==> config.mk <==
export PLATFORM = sky130hd
export DESIGN_NAME = cz_exec
export DESIGN_NICKNAME = d
export VERILOG_FILES = /design/src/hdl/cz_pkg.sv /design/src/hdl/cz_alu.sv /design/src/hdl/cz_exec.sv
export SDC_FILE = /design/constraint.sdc
export NUM_CORES = 2
export LEC_CHECK = 0
export BUFFER_PORTS_ARGS = -buffer_cell sky130_fd_sc_hd__clkbuf_2
export CAP_MARGIN = 20
export CORE_MARGIN = 3
export CORE_UTILIZATION = 40
export CTS_CLUSTER_SIZE = 12
export DETAILED_ROUTE_END_ITERATION = 7
export SYNTH_ARGS = -nofsm -noshare
export SYNTH_HDL_FRONTEND = slang
export SYNTH_HIERARCHICAL = 1
export SYNTH_SLANG_ARGS = --single-unit
==> constraint.sdc <==
create_clock -name clk_in -period 8.4 [get_ports clk_in]
set_input_delay 0.84 -clock clk_in [delete_from_list [all_inputs] [get_ports clk_in]]
set_output_delay 0.84 -clock clk_in [all_outputs]
set_load 0.03 [all_outputs]
==> src/hdl/cz_pkg.sv <==
// Purpose: Shared types, constants and decode helpers for the operand execute unit
// Assumes: One clock, synchronous active-high reset
// Notes:   Register bus map and cycle counts live here
package cz_pkg;

  typedef struct packed {
    logic c;
    logic z;
    logic s;
    logic pv;
    logic d;
    logic h;
  } cz_flags_t;

  typedef struct packed {
    logic        wr;
    logic        rd;
    logic [5:0]  addr;
    logic [15:0] wdata;
  } cz_bus_req_t;

  typedef enum logic [2:0] {
    CZ_OP_ADD = 3'b001,
    CZ_OP_ADC = 3'b010,
    CZ_OP_AND = 3'b100
  } cz_op_t;

  typedef enum logic [1:0] {
    CZ_SZ_BYTE = 2'h0,
    CZ_SZ_WORD = 2'h1,
    CZ_SZ_LONG = 2'h2
  } cz_size_t;

  typedef enum logic [2:0] {
    CZ_MD_REG = 3'h0,
    CZ_MD_IMM = 3'h1,
    CZ_MD_IND = 3'h2,
    CZ_MD_DIR = 3'h3,
    CZ_MD_IDX = 3'h4
  } cz_mode_t;

  typedef struct packed {
    logic       legal;
    cz_op_t     op;
    cz_size_t   size;
    cz_mode_t   mode;
    logic [3:0] src;
    logic [3:0] dst;
  } cz_dec_t;

  // ************************************************************
  // Register bus map
  // ************************************************************
  localparam logic [5:0]  CZ_ADDR_FLAGS  = 6'h10;
  localparam logic [5:0]  CZ_ADDR_CTRL   = 6'h11;
  localparam logic [5:0]  CZ_ADDR_COND   = 6'h12;
  localparam logic [5:0]  CZ_ADDR_STATUS = 6'h13;
  localparam int          CZ_CTRL_SEG    = 0;
  localparam int          CZ_COND_RES    = 0;
  localparam int          CZ_COND_LSB    = 1;
  localparam int          CZ_STAT_BUSY   = 0;
  localparam logic [15:0] CZ_REG_RST     = 16'h0000;
  localparam logic [5:0]  CZ_FLAGS_RST   = 6'h00;
  localparam logic [3:0]  CZ_COND_RST    = 4'h0;

  // ************************************************************
  // Cycle counts
  // ************************************************************
  localparam logic [4:0] CZ_CYC_RR      = 5'h04;
  localparam logic [4:0] CZ_CYC_ADC     = 5'h05;
  localparam logic [4:0] CZ_CYC_RR_L    = 5'h08;
  localparam logic [4:0] CZ_CYC_IM      = 5'h07;
  localparam logic [4:0] CZ_CYC_IM_L    = 5'h0E;
  localparam logic [4:0] CZ_CYC_DA_N    = 5'h09;
  localparam logic [4:0] CZ_CYC_DA_N_L  = 5'h0F;
  localparam logic [4:0] CZ_CYC_SS      = 5'h0A;
  localparam logic [4:0] CZ_CYC_SS_L    = 5'h10;
  localparam logic [4:0] CZ_CYC_X_N_L   = 5'h10;
  localparam logic [4:0] CZ_CYC_SL_GAIN = 5'h02;
  localparam logic [4:0] CZ_CYC_SL_XADD = 5'h01;

  // Condition field codes
  localparam logic [3:0] CZ_CC_NEVER  = 4'h0;
  localparam logic [3:0] CZ_CC_SLT    = 4'h1;
  localparam logic [3:0] CZ_CC_SLE    = 4'h2;
  localparam logic [3:0] CZ_CC_ULE    = 4'h3;
  localparam logic [3:0] CZ_CC_OV     = 4'h4;
  localparam logic [3:0] CZ_CC_MINUS  = 4'h5;
  localparam logic [3:0] CZ_CC_ZERO   = 4'h6;
  localparam logic [3:0] CZ_CC_CARRY  = 4'h7;
  localparam logic [3:0] CZ_CC_ALWAYS = 4'h8;
  localparam logic [3:0] CZ_CC_SGE    = 4'h9;
  localparam logic [3:0] CZ_CC_SGT    = 4'hA;
  localparam logic [3:0] CZ_CC_UGT    = 4'hB;
  localparam logic [3:0] CZ_CC_NOV    = 4'hC;
  localparam logic [3:0] CZ_CC_PLUS   = 4'hD;
  localparam logic [3:0] CZ_CC_NZERO  = 4'hE;
  localparam logic [3:0] CZ_CC_NCARRY = 4'hF;

  // Byte code: 0..7 high bytes, 8..15 low bytes of word registers 0..7
  function automatic logic [3:0] cz_byte_idx(input logic [3:0] code);
    return {1'b0, code[2:0]};
  endfunction : cz_byte_idx

  // Pairs start on an even register
  function automatic logic [3:0] cz_pair_idx(input logic [3:0] code);
    return {code[3:1], 1'b0};
  endfunction : cz_pair_idx

  // Only C, Z, S and P/V take part
  function automatic logic cz_cond(input logic [3:0] cc, input cz_flags_t f);
    logic sv;
    sv = f.s ^ f.pv;
    unique case (cc)
      CZ_CC_NEVER:  return 1'b0;
      CZ_CC_SLT:    return sv;
      CZ_CC_SLE:    return f.z | sv;
      CZ_CC_ULE:    return f.c | f.z;
      CZ_CC_OV:     return f.pv;
      CZ_CC_MINUS:  return f.s;
      CZ_CC_ZERO:   return f.z;
      CZ_CC_CARRY:  return f.c;
      CZ_CC_ALWAYS: return 1'b1;
      CZ_CC_SGE:    return ~sv;
      CZ_CC_SGT:    return ~(f.z | sv);
      CZ_CC_UGT:    return ~f.c & ~f.z;
      CZ_CC_NOV:    return ~f.pv;
      CZ_CC_PLUS:   return ~f.s;
      CZ_CC_NZERO:  return ~f.z;
      CZ_CC_NCARRY: return ~f.c;
    endcase
  endfunction : cz_cond

endpackage : cz_pkg

==> src/hdl/cz_alu.sv <==
// Purpose: Add, add-with-carry and logical AND with flag results
// Assumes: Operands right-aligned to the operation size
// Notes:   Purely combinational
`timescale 1ns/100ps
module cz_alu
  import cz_pkg::*;
(
  input  wire cz_op_t      op_in,
  input  wire cz_size_t    size_in,
  input  wire logic [31:0] dst_in,
  input  wire logic [31:0] src_in,
  input  wire cz_flags_t   flags_in,
  output      logic [31:0] res_out,
  output      cz_flags_t   flags_out
);

  logic        cin;
  logic [8:0]  sum_b;
  logic [4:0]  sum_h;
  logic [16:0] sum_w;
  logic [32:0] sum_l;
  logic [31:0] and_r;

  assign cin   = (op_in == CZ_OP_ADC) ? flags_in.c : 1'b0;
  assign sum_b = {1'b0, dst_in[7:0]} + {1'b0, src_in[7:0]} + {8'h00, cin};
  assign sum_h = {1'b0, dst_in[3:0]} + {1'b0, src_in[3:0]} + {4'h0, cin};
  assign sum_w = {1'b0, dst_in[15:0]} + {1'b0, src_in[15:0]} + {16'h0000, cin};
  assign sum_l = {1'b0, dst_in} + {1'b0, src_in} + {32'h0000_0000, cin};
  assign and_r = dst_in & src_in;

  always_comb begin
    res_out   = 32'h0000_0000;
    flags_out = flags_in;
    unique case (size_in)
      CZ_SZ_BYTE: begin
        if (op_in == CZ_OP_AND) begin
          res_out[7:0] = and_r[7:0];
          flags_out.pv = ~^and_r[7:0];
        end else begin
          res_out[7:0] = sum_b[7:0];
          flags_out.c  = sum_b[8];
          flags_out.pv = (dst_in[7] == src_in[7]) && (sum_b[7] != dst_in[7]);
          flags_out.h  = sum_h[4];
          flags_out.d  = 1'b0;
        end
        flags_out.z = (res_out[7:0] == 8'h00);
        flags_out.s = res_out[7];
      end
      CZ_SZ_WORD: begin
        if (op_in == CZ_OP_AND) begin
          res_out[15:0] = and_r[15:0];
        end else begin
          res_out[15:0] = sum_w[15:0];
          flags_out.c   = sum_w[16];
          flags_out.pv  = (dst_in[15] == src_in[15]) && (sum_w[15] != dst_in[15]);
        end
        flags_out.z = (res_out[15:0] == 16'h0000);
        flags_out.s = res_out[15];
      end
      CZ_SZ_LONG: begin
        res_out      = sum_l[31:0];
        flags_out.c  = sum_l[32];
        flags_out.pv = (dst_in[31] == src_in[31]) && (sum_l[31] != dst_in[31]);
        flags_out.z  = (sum_l[31:0] == 32'h0000_0000);
        flags_out.s  = sum_l[31];
      end
      default: begin
        res_out = 32'h0000_0000;
      end
    endcase
  end

endmodule : cz_alu

==> src/hdl/cz_exec.sv <==
// Purpose: Decode and execute add, add-with-carry and AND with register file
// Assumes: Instruction words arrive with a valid strobe, memory answers later
// Notes:   Register file and flags are also reachable over the register port
//
// Notes on behaviour
// - Size bit 1 selects word operation, 0 selects byte operation.
// - Four-bit word field n selects register n, 0 to 15.
// - Byte codes 0-7 pick high bytes, 8-15 low bytes of 0-7.
// - Pair fields name even registers; quadruples start at 0, 4, 8, 12.
// - Address registers are words unsegmented, pairs when segmented.
// - Code 0 never, 8 always, 6 on zero, 14 on not zero.
// - Code 7 carry, 15 no carry, 13 sign clear, 5 sign set.
// - Code 4 on parity/overflow set, 12 on it clear.
// - Signed: 9, 1, 10, 2 from sign xor overflow and zero.
// - Unsigned: 11 when carry and zero clear, 3 when either set.
// - Add-with-carry adds carry in, keeps source, chains multiword sums.
// - Adds set carry, zero and sign from the result, else clear.
// - Overflow set when like-signed operands give opposite-sign result.
// - Byte add sets half-carry from bit 3; wider adds keep it.
// - AND stores bitwise AND, sets zero and sign; byte form parity.
// - Register add decodes 1000000W, source then destination, 4 cycles.
// - Register add-with-carry decodes 1011010W and takes 5 cycles.
// - Register AND decodes 1000011W and takes 4 cycles.
// - Word add immediate decodes 00000001, zero field, one word, 7 cycles.
// - Segmented direct accepts short and long forms; long costs two more.
// - Byte logic sets parity flag on even count of ones.
// - Condition test uses carry, zero, sign and parity/overflow only.
//
// The placing of the registers and strobed register access were chosen for this implementation.
`timescale 1ns/100ps
module cz_exec
  import cz_pkg::*;
(
  input  wire logic        clk_in,
  input  wire logic        reset_in,
  input  wire logic        instr_valid_in,
  input  wire logic [15:0] instr_word_in,
  output      logic        ready_out,
  output      logic        mem_rd_out,
  output      logic [31:0] mem_addr_out,
  input  wire logic        mem_valid_in,
  input  wire logic [15:0] mem_data_in,
  output      logic        done_out,
  output      logic        illegal_out,
  input  wire cz_bus_req_t bus_in,
  output      logic [15:0] bus_rdata_out,
  output      logic        cond_true_out
);

  // ************************************************************
  // State
  // ************************************************************
  typedef enum logic [4:0] {
    ST_IDLE  = 5'b00001,
    ST_FETCH = 5'b00010,
    ST_ADDR  = 5'b00100,
    ST_MEM   = 5'b01000,
    ST_EXEC  = 5'b10000
  } cz_state_t;

  cz_state_t   state_q;
  cz_dec_t     dec_q;
  cz_dec_t     dec_w;
  logic [15:0] regs_q [16];
  cz_flags_t   flags_q;
  logic        seg_q;
  logic        seg_ins_q;
  logic [3:0]  cc_q;
  logic [15:0] ext_q [2];
  logic        ext_idx_q;
  logic [1:0]  ext_left_q;
  logic        long_addr_q;
  logic        mem_idx_q;
  logic [31:0] opnd_q;
  logic [4:0]  cyc_q;
  logic [4:0]  total_w;
  logic [31:0] ea_w;
  logic [31:0] dst_w;
  logic [31:0] src_w;
  logic [31:0] res_w;
  cz_flags_t   flags_w;
  logic        take_w;
  logic        finish_w;
  logic [3:0]  dp_w;
  logic [3:0]  sp_w;

  // ************************************************************
  // Decode
  // ************************************************************
  function automatic cz_dec_t decode(input logic [15:0] w);
    cz_dec_t d;
    logic    nz;
    d       = '0;
    d.op    = CZ_OP_ADD;
    d.src   = w[7:4];
    d.dst   = w[3:0];
    d.size  = w[8] ? CZ_SZ_WORD : CZ_SZ_BYTE;
    nz      = (w[7:4] != 4'h0);
    d.legal = 1'b1;
    unique case (w[15:14])
      2'b10:   d.mode = CZ_MD_REG;
      2'b00:   d.mode = nz ? CZ_MD_IND : CZ_MD_IMM;
      2'b01:   d.mode = nz ? CZ_MD_IDX : CZ_MD_DIR;
      default: d.legal = 1'b0;
    endcase
    casez (w[13:8])
      6'b00000?: d.op = CZ_OP_ADD;
      6'b00011?: d.op = CZ_OP_AND;
      6'b010110: d.size = CZ_SZ_LONG;
      6'b11010?: begin
        d.op    = CZ_OP_ADC;
        d.legal = d.legal && (d.mode == CZ_MD_REG);
      end
      default:   d.legal = 1'b0;
    endcase
    return d;
  endfunction : decode

  function automatic logic [4:0] cycles(input cz_dec_t d, input logic seg, input logic sl);
    logic lng;
    lng = (d.size == CZ_SZ_LONG);
    unique case (d.mode)
      CZ_MD_REG: return lng ? CZ_CYC_RR_L : ((d.op == CZ_OP_ADC) ? CZ_CYC_ADC : CZ_CYC_RR);
      CZ_MD_IMM, CZ_MD_IND: return lng ? CZ_CYC_IM_L : CZ_CYC_IM;
      CZ_MD_DIR: begin
        if (!seg) return lng ? CZ_CYC_DA_N_L : CZ_CYC_DA_N;
        return (lng ? CZ_CYC_SS_L : CZ_CYC_SS) + (sl ? CZ_CYC_SL_GAIN : 5'h00);
      end
      CZ_MD_IDX: begin
        if (!seg) return lng ? CZ_CYC_X_N_L : CZ_CYC_SS;
        return (lng ? CZ_CYC_SS_L : CZ_CYC_SS) + (sl ? (CZ_CYC_SL_GAIN + CZ_CYC_SL_XADD) : 5'h00);
      end
      default: return CZ_CYC_RR;
    endcase
  endfunction : cycles

  assign dec_w    = decode(instr_word_in);
  assign take_w   = (state_q == ST_IDLE) && instr_valid_in;
  assign total_w  = cycles(dec_q, seg_ins_q, long_addr_q);
  assign finish_w = (state_q == ST_EXEC) && (cyc_q >= total_w - 5'h01);
  assign dp_w     = cz_pair_idx(dec_q.dst);
  assign sp_w     = cz_pair_idx(dec_q.src);

  // ************************************************************
  // Operands and effective address
  // ************************************************************
  always_comb begin
    dst_w = 32'h0000_0000;
    src_w = 32'h0000_0000;
    unique case (dec_q.size)
      CZ_SZ_BYTE: begin
        dst_w[7:0] = dec_q.dst[3] ? regs_q[cz_byte_idx(dec_q.dst)][7:0]
                                  : regs_q[cz_byte_idx(dec_q.dst)][15:8];
        src_w[7:0] = dec_q.src[3] ? regs_q[cz_byte_idx(dec_q.src)][7:0]
                                  : regs_q[cz_byte_idx(dec_q.src)][15:8];
      end
      CZ_SZ_WORD: begin
        dst_w[15:0] = regs_q[dec_q.dst];
        src_w[15:0] = regs_q[dec_q.src];
      end
      CZ_SZ_LONG: begin
        dst_w = {regs_q[dp_w], regs_q[dp_w | 4'h1]};
        src_w = {regs_q[sp_w], regs_q[sp_w | 4'h1]};
      end
      default: dst_w = 32'h0000_0000;
    endcase
    if (dec_q.mode == CZ_MD_IMM) begin
      unique case (dec_q.size)
        CZ_SZ_BYTE: src_w = {24'h000000, ext_q[0][7:0]};
        CZ_SZ_WORD: src_w = {16'h0000, ext_q[0]};
        default:    src_w = {ext_q[0], ext_q[1]};
      endcase
    end else if (dec_q.mode != CZ_MD_REG) begin
      src_w = opnd_q;
    end
  end

  // Segmented addresses are {0, segment, 8'h00, offset}
  always_comb begin
    ea_w = 32'h0000_0000;
    unique case (dec_q.mode)
      CZ_MD_IND: ea_w = seg_ins_q ? {regs_q[sp_w], regs_q[sp_w | 4'h1]}
                                  : {16'h0000, regs_q[dec_q.src]};
      CZ_MD_DIR, CZ_MD_IDX: begin
        if (!seg_ins_q)
          ea_w = {16'h0000, ext_q[0]};
        else if (long_addr_q)
          ea_w = {1'b0, ext_q[0][14:8], 8'h00, ext_q[1]};
        else
          ea_w = {1'b0, ext_q[0][14:8], 8'h00, 8'h00, ext_q[0][7:0]};
        if (dec_q.mode == CZ_MD_IDX)
          ea_w[15:0] = ea_w[15:0] + regs_q[dec_q.src];
      end
      default: ea_w = 32'h0000_0000;
    endcase
  end

  cz_alu i_cz_alu (
    .op_in     (dec_q.op),
    .size_in   (dec_q.size),
    .dst_in    (dst_w),
    .src_in    (src_w),
    .flags_in  (flags_q),
    .res_out   (res_w),
    .flags_out (flags_w)
  );

  // ************************************************************
  // Sequencer
  // ************************************************************
  always_ff @(posedge clk_in) begin
    if (reset_in) begin
      state_q     <= ST_IDLE;
      dec_q       <= '0;
      seg_ins_q   <= 1'b0;
      ext_idx_q   <= 1'b0;
      ext_left_q  <= 2'h0;
      long_addr_q <= 1'b0;
      cyc_q       <= 5'h00;
    end else begin
      if (state_q != ST_IDLE && cyc_q != 5'h1F)
        cyc_q <= cyc_q + 5'h01;
      unique case (state_q)
        ST_IDLE: begin
          if (take_w && dec_w.legal) begin
            dec_q       <= dec_w;
            seg_ins_q   <= seg_q;
            cyc_q       <= 5'h01;
            ext_idx_q   <= 1'b0;
            long_addr_q <= 1'b0;
            ext_left_q  <= (dec_w.mode == CZ_MD_IMM && dec_w.size == CZ_SZ_LONG) ? 2'h2
                                                                                 : 2'h1;
            unique case (dec_w.mode)
              CZ_MD_REG: state_q <= ST_EXEC;
              CZ_MD_IND: state_q <= ST_ADDR;
              default:   state_q <= ST_FETCH;
            endcase
          end
        end
        ST_FETCH: begin
          if (instr_valid_in) begin
            ext_idx_q <= 1'b1;
            if (!ext_idx_q && seg_ins_q && dec_q.mode != CZ_MD_IMM && instr_word_in[15]) begin
              long_addr_q <= 1'b1;
            end else if (ext_left_q == 2'h1) begin
              state_q <= (dec_q.mode == CZ_MD_IMM) ? ST_EXEC : ST_ADDR;
            end
            if (!(!ext_idx_q && seg_ins_q && dec_q.mode != CZ_MD_IMM && instr_word_in[15]))
              ext_left_q <= ext_left_q - 2'h1;
          end
        end
        ST_ADDR: state_q <= ST_MEM;
        ST_MEM: begin
          if (mem_valid_in && (mem_idx_q || dec_q.size != CZ_SZ_LONG))
            state_q <= ST_EXEC;
        end
        ST_EXEC: begin
          if (finish_w)
            state_q <= ST_IDLE;
        end
        default: state_q <= ST_IDLE;
      endcase
    end
  end

  // Extension words, high word of a long immediate first
  always_ff @(posedge clk_in) begin
    if (reset_in) begin
      ext_q[0] <= CZ_REG_RST;
      ext_q[1] <= CZ_REG_RST;
    end else if (state_q == ST_FETCH && instr_valid_in) begin
      ext_q[ext_idx_q] <= instr_word_in;
    end
  end

  // ************************************************************
  // Memory operand
  // ************************************************************
  always_ff @(posedge clk_in) begin
    if (reset_in) begin
      mem_rd_out   <= 1'b0;
      mem_addr_out <= 32'h0000_0000;
      mem_idx_q    <= 1'b0;
      opnd_q       <= 32'h0000_0000;
    end else begin
      mem_rd_out <= 1'b0;
      if (state_q == ST_ADDR) begin
        mem_rd_out   <= 1'b1;
        mem_addr_out <= ea_w;
        mem_idx_q    <= 1'b0;
        opnd_q       <= 32'h0000_0000;
      end else if (state_q == ST_MEM && mem_valid_in) begin
        unique case (dec_q.size)
          CZ_SZ_BYTE: opnd_q[7:0] <= mem_addr_out[0] ? mem_data_in[7:0] : mem_data_in[15:8];
          CZ_SZ_WORD: opnd_q[15:0] <= mem_data_in;
          default: begin
            if (mem_idx_q) begin
              opnd_q[15:0] <= mem_data_in;
            end else begin
              opnd_q[31:16]      <= mem_data_in;
              mem_idx_q          <= 1'b1;
              mem_rd_out         <= 1'b1;
              mem_addr_out[15:0] <= mem_addr_out[15:0] + 16'h0002;
            end
          end
        endcase
      end
    end
  end

  // ************************************************************
  // Register file and flags
  // ************************************************************
  // A bus write in the finishing cycle wins over the result
  always_ff @(posedge clk_in) begin
    if (reset_in) begin
      for (int i = 0; i < 16; i++)
        regs_q[i] <= CZ_REG_RST;
    end else begin
      if (finish_w) begin
        unique case (dec_q.size)
          CZ_SZ_BYTE: begin
            if (dec_q.dst[3])
              regs_q[cz_byte_idx(dec_q.dst)][7:0] <= res_w[7:0];
            else
              regs_q[cz_byte_idx(dec_q.dst)][15:8] <= res_w[7:0];
          end
          CZ_SZ_WORD: regs_q[dec_q.dst] <= res_w[15:0];
          default: begin
            regs_q[dp_w]        <= res_w[31:16];
            regs_q[dp_w | 4'h1] <= res_w[15:0];
          end
        endcase
      end
      if (bus_in.wr && bus_in.addr[5:4] == 2'b00)
        regs_q[bus_in.addr[3:0]] <= bus_in.wdata;
    end
  end

  always_ff @(posedge clk_in) begin
    if (reset_in) begin
      flags_q <= CZ_FLAGS_RST;
    end else if (bus_in.wr && bus_in.addr == CZ_ADDR_FLAGS) begin
      flags_q <= bus_in.wdata[5:0];
    end else if (finish_w) begin
      flags_q <= flags_w;
    end
  end

  // ************************************************************
  // Control, condition query and read port
  // ************************************************************
  always_ff @(posedge clk_in) begin
    if (reset_in) begin
      seg_q <= 1'b0;
      cc_q  <= CZ_COND_RST;
    end else if (bus_in.wr) begin
      if (bus_in.addr == CZ_ADDR_CTRL)
        seg_q <= bus_in.wdata[CZ_CTRL_SEG];
      if (bus_in.addr == CZ_ADDR_COND)
        cc_q <= bus_in.wdata[CZ_COND_LSB +: 4];
    end
  end

  always_ff @(posedge clk_in) begin
    if (reset_in) begin
      cond_true_out <= 1'b0;
      bus_rdata_out <= 16'h0000;
    end else begin
      cond_true_out <= cz_cond(cc_q, flags_q);
      bus_rdata_out <= 16'h0000;
      if (bus_in.rd) begin
        if (bus_in.addr[5:4] == 2'b00)
          bus_rdata_out <= regs_q[bus_in.addr[3:0]];
        else if (bus_in.addr == CZ_ADDR_FLAGS)
          bus_rdata_out <= {10'h000, flags_q};
        else if (bus_in.addr == CZ_ADDR_CTRL)
          bus_rdata_out <= {15'h0000, seg_q};
        else if (bus_in.addr == CZ_ADDR_COND)
          bus_rdata_out <= {11'h000, cc_q, cz_cond(cc_q, flags_q)};
        else if (bus_in.addr == CZ_ADDR_STATUS)
          bus_rdata_out <= {15'h0000, state_q != ST_IDLE};
      end
    end
  end

  // ************************************************************
  // Handshake outputs
  // ************************************************************
  always_ff @(posedge clk_in) begin
    if (reset_in) begin
      ready_out   <= 1'b1;
      done_out    <= 1'b0;
      illegal_out <= 1'b0;
    end else begin
      done_out    <= finish_w;
      illegal_out <= take_w && !dec_w.legal;
      if (take_w && dec_w.legal)
        ready_out <= (dec_w.mode != CZ_MD_REG) && (dec_w.mode != CZ_MD_IND);
      else if (state_q == ST_FETCH && instr_valid_in && ext_left_q == 2'h1 &&
               !(!ext_idx_q && seg_ins_q && dec_q.mode != CZ_MD_IMM && instr_word_in[15]))
        ready_out <= 1'b0;
      else if (finish_w)
        ready_out <= 1'b1;
    end
  end

endmodule : cz_exec

## Word level (Yosys, flattened, before mapping)

Memory sizes are Yosys's and may differ from the RTL's. A register that Yosys moved wholly into a read port is not among the register bits.
Cells that the tools add are included.

- Equality and inequality tests: 64
- Magnitude comparators: 1
- Bitwise operators: 15
- Mux-type cells: 161
- Add/subtract/negate cells: 15
- Reduce and logical (&&, ||, !) cells: 76

Operators by type and width:

| cell | count |
|---|---|
| $mux W16 | 19 |
| $mux W32 | 4 |
| $pmux W32 S2 | 2 |
| $reduce_or A16 Y1 | 6 |
| $mux W4 | 23 |
| $mux W5 | 17 |
| $pmux W8 S2 | 5 |
| $pmux W8 S3 | 3 |
| $mux W1 | 53 |
| $mux W8 | 5 |
| $add A32 B32 Y33 | 1 |
| $add A33 B1 Y33 | 1 |
| $eq A4 B4 Y1 const B | 8 |
| $logic_not A32 Y1 | 1 |
| $mux W31 | 1 |
| $eq A6 B5 Y1 const B | 5 |
| $mux W2 | 13 |
| $pmux W5 S5 | 1 |
| $logic_and A1 B1 Y1 | 21 |
| $pmux W5 S4 | 1 |
| $mux W6 | 3 |
| $reduce_and A3 Y1 | 6 |
| $add A16 B16 Y17 | 1 |
| $add A17 B1 Y17 | 1 |
| 62 further kinds | 131 |

- Output and inout port bits: 53
- Logic and storage cells: 365
- Flip-flop bits (word level): 128
- Input bits: 60
- Memories kept: 2
- Bits in writable memories: 288

Memories:

| name | words | bits a word | read ports | clocked after Yosys merged registers in | wr ports | line | text |
|---|---|---|---|---|---|---|---|
| regs_q | 16 | 16 | 9 | 8 | 16 | cz_exec.sv:64 | `logic [15:0] regs_q [16];` |
| ext_q | 2 | 16 | 2 | 0 | 2 | cz_exec.sv:69 | `logic [15:0] ext_q [2];` |

## Depth between registers and ports, before layout

- Depth in word-level cells: 15
- Mapped depth: 26
- Depth with buffers taken out: 23

## Cells and area by module

Netlist, hierarchy kept.

Modules (own cells, without submodules):

| module | times used | area each (um^2) | cells each | sequential area each (um^2) |
|---|---|---|---|---|
| cz_exec | 1 | 32381.1 | 2960 | 11370.9 |
| cz_alu | 1 | 2994.1 | 455 | 0.0 |

## Worst setup path before layout

No wires, ideal clock.

- Path type: register -> register
- Start: register with a tool-made name
- End: memory regs_q[0][8] (data pin)
- Cell stages (with the launch flop): 22
- Path buffers: 3
- Data required time: 8.124 ns
- Slack: 2.928 ns
- Arrival: 5.196 ns
- Library setup time: 0.276 ns
- Path through: dfxtp_1 > buf_2 > buf_1 > mux4_2 > mux4_2 > a221oi_1 > o221ai_1 > fa_1 > inv_1 > fa_1 > nor2b_1 > o2111ai_1 > nand2_1 > a21boi_1 > xor2_1 > nor2_1 > a21oi_1 > o22ai_1 > and2_1 > mux2i_1 > buf_2 > o221ai_1

RTL lines:

| item | line |
|---|---|
| end: declaration | cz_exec.sv:64 |

==> reports/metrics.yaml <==
detailed_routing:
  routed_wl_um: 160000
  drt_first_pass_iters: 7
  drt_drc_violations_left: 0
  wl_per_cell_um: 34.77
  vias: 33208
  drt_iter0_drc: 5323
  vias_per_cell: 7.214
  antenna_left: 0
yosys:
  ys.warnings.count: 6
  synth_commonest_cells: "nand2_1 (414), mux4_2 (353), edfxtp_1 (288), clkbuf_1 (220), nor2_1 (191)"
  ys_seq_area_frac: 0.3214
  synth_top_area_frac: 0.2445
  synth_cell_types: 100
  synth_edf_count: 288
  synth_seq_cells: 424
  synth_area_per_cell_um2: 10.36
  synth_async_sr_flop_share: 0
  syn_inst: 3415
  synth.most_common_cell: "nand2_1"
  ys_top_cells_by_area: "edfxtp_1 (24%), mux4_2 (22%), dfxtp_1 (7.7%)"
  yosys.area.top_type: "edfxtp_1"
  ys.flop_type: "edfxtp_1"
  synth_area_um2: 35380
  synth_nets: 3545
clock_tree:
  cts_buffers: 53
  cts_setup_buffers: 0
  clockBufferDepth: 3
  htree_levels: 2
  ctsResizeCount: 0
  clock_sinks: 424
  clkSlewWorstSetupHoldPaths_ps: 60
  cts.root.buffer_cell: "clkbuf_16"
  cts_tree: "yes"
  clock_latency_ps: 650
  cts_hold_buffers: 0
grt:
  grt_pass1_vias: 31070
  groute.usage.overall: 0.3404
  grt_max_degree: 69
  grt_pass1_wl_um: 228100
  overflow: 0
  antenna_found_initial: 7
power:
  p_per_area_nw_per_um2: 149.7
  ir_drop_mv: 0.1554
  power_leakage_nw: 12.85
timing:
  worstMarginPinSlew_ps: 1221
  hold_viol: 0
  tns_ps: 0
  period_minus_slack_ps: 6687
  rsz0062_at_grt: "false"
  finalSetupViolations: 0
  fin_crit_sh: 0.7961
  maxSlewViolCount: 0
  slew_headroom: 0.1815
  fmax_mhz: 149.5
  finClkSkew_ps: 38.70
layout:
  multi_input_area_um2: 22500
  stdcell_count: 4603
  areaGrowthSynthToFinish_pct: 10.48
  seq_area_um2: 11400
  final_nets: 3529
  postLayoutCoreUtil: 0.4477
  drive_above_1_share: 0.2343
  fill_cells: 8233
worst_setup_path:
  end_kind: "flop"
  critPathRequiredTime_ps: 8910
  cp_max_fo: 27
  cp-start-kind: "flop"
  worstRegToRegCells: 16
  worstPathArrival_ps: 7190
  crit_type: "reg2reg"
floorplan:
  start_util: 0.4052
  die_h_um: 303.4
  die_w_um: 303.4
  pin_count: 113
  die-area_um2: 92040
  core_area_um2: 87290
  num_rows: 108
flow_run:
  cap_violations: 0
placement:
  io_buffers: 112
  place_inst: 4498
  dp_hpwl_um: 122300
  place_congestion: 1.058
worst_hold_path:
  hold_depth: 2
  hp-class: "reg2reg"
status:
  status: "finished clean"
-- placed cells by master (no fill, tap or decap), drive strengths merged, types with 70 or more instances in the layout --
master,instances
clkbuf,179
edfxtp,288
nor2,192
mux2i,129
a21oi,158
dfxtp,136
inv,84
nand2,414
nor3,70
o221ai,80
mux4,353
o21ai,195
buf,138
-- per-stage QoR --
step	total power [mW]	setup WS, ps	cell area (µm²)	hold slack, ps
6_report	5.850	1713	39080	452.3
5_1_grt	5.974	1425	39080	458.5
4_1_cts	5.805	1905	39070	426.1
3_5_place_dp	3.399	1941	37230	441.7
3_3_place_gp	3.391	1688	37220	435.3
2_1_floorplan	2.988	2928	35380	431.8
-- critical path: stages (launching register included) --
cell and delay, ps:
dfxtp_4 680, buf_4 480, buf_4 280, mux4_2 530, mux4_2 610, a22oi_1 210, o21ai_0 150, ha_1 430
a21oi_1 270, o21ai_0 280, a221o_1 410, a2111o_1 440, and4b_1 250, nor4_2 760, inv_1 350, nor3_1 260
a221o_1 140
-- kinds of logic after synthesis --
| group | after synthesis | share of synthesized area |
|---|---|---|
| XOR/XNOR | 60 | 0.01507 |
| AND/OR/NAND/NOR | 1083 | 0.1505 |
| flip-flops | 424 | 0.3214 |
| buffers and inverters | 396 | 0.04439 |
| adder cells (fa/ha/maj) | 70 | 0.02540 |
| AO/OA/AOI/OAI | 864 | 0.1705 |
| multiplexers | 518 | 0.2727 |
-- sequential cells by signal (all words and copies together), names as in the netlist, 2 cells and up, named ones only --
register	cells
regs_q	256
cyc_q	5
dec_q	16
flags_q	6
opnd_q	32
state_q	5
bus_rdata_out	16
ext_q	32
mem_addr_out	32
ext_left_q	2
cc_q	4
-- worst paths after layout --
kind,from,to,slack [ps]
min,dec_q[6],flop,450
max reg2reg,flop,regs_q[8][15],1710
max,flop,regs_q[8][15],1710
min reg2reg,dec_q[6],flop,450
-- area by class of cell --
class                           count  share of cell area
Multi-Input combinational cell   2595              0.5757
Clock buffer                       70             0.03813
Sequential cell                   424              0.2916
Antenna cell                        4           0.0002561
Inverter                           78            0.007491
Tap cell                         1155             0.03698
Timing Repair Buffer              247             0.04111
Clock inverter                     30            0.008740
-- routing by layer --
layer,up-vias,GRT usage,wire length (µm)
met3,467,0.1114,24080
met4,0,0.1630,9715
li1,13516,-,-
met5,-,0,0
met1,16347,0.4451,57550
met2,2878,0.5104,68690
-- power by group --
group	total, mW	internal, mW	leakage [nW]	switching, mW
registers	2.46	2.30	3.96	0.166
clock network	2.43	1.41	0.907	1.02
logic	0.954	0.359	7.98	0.596
Power figures use the tool's default switching activity.
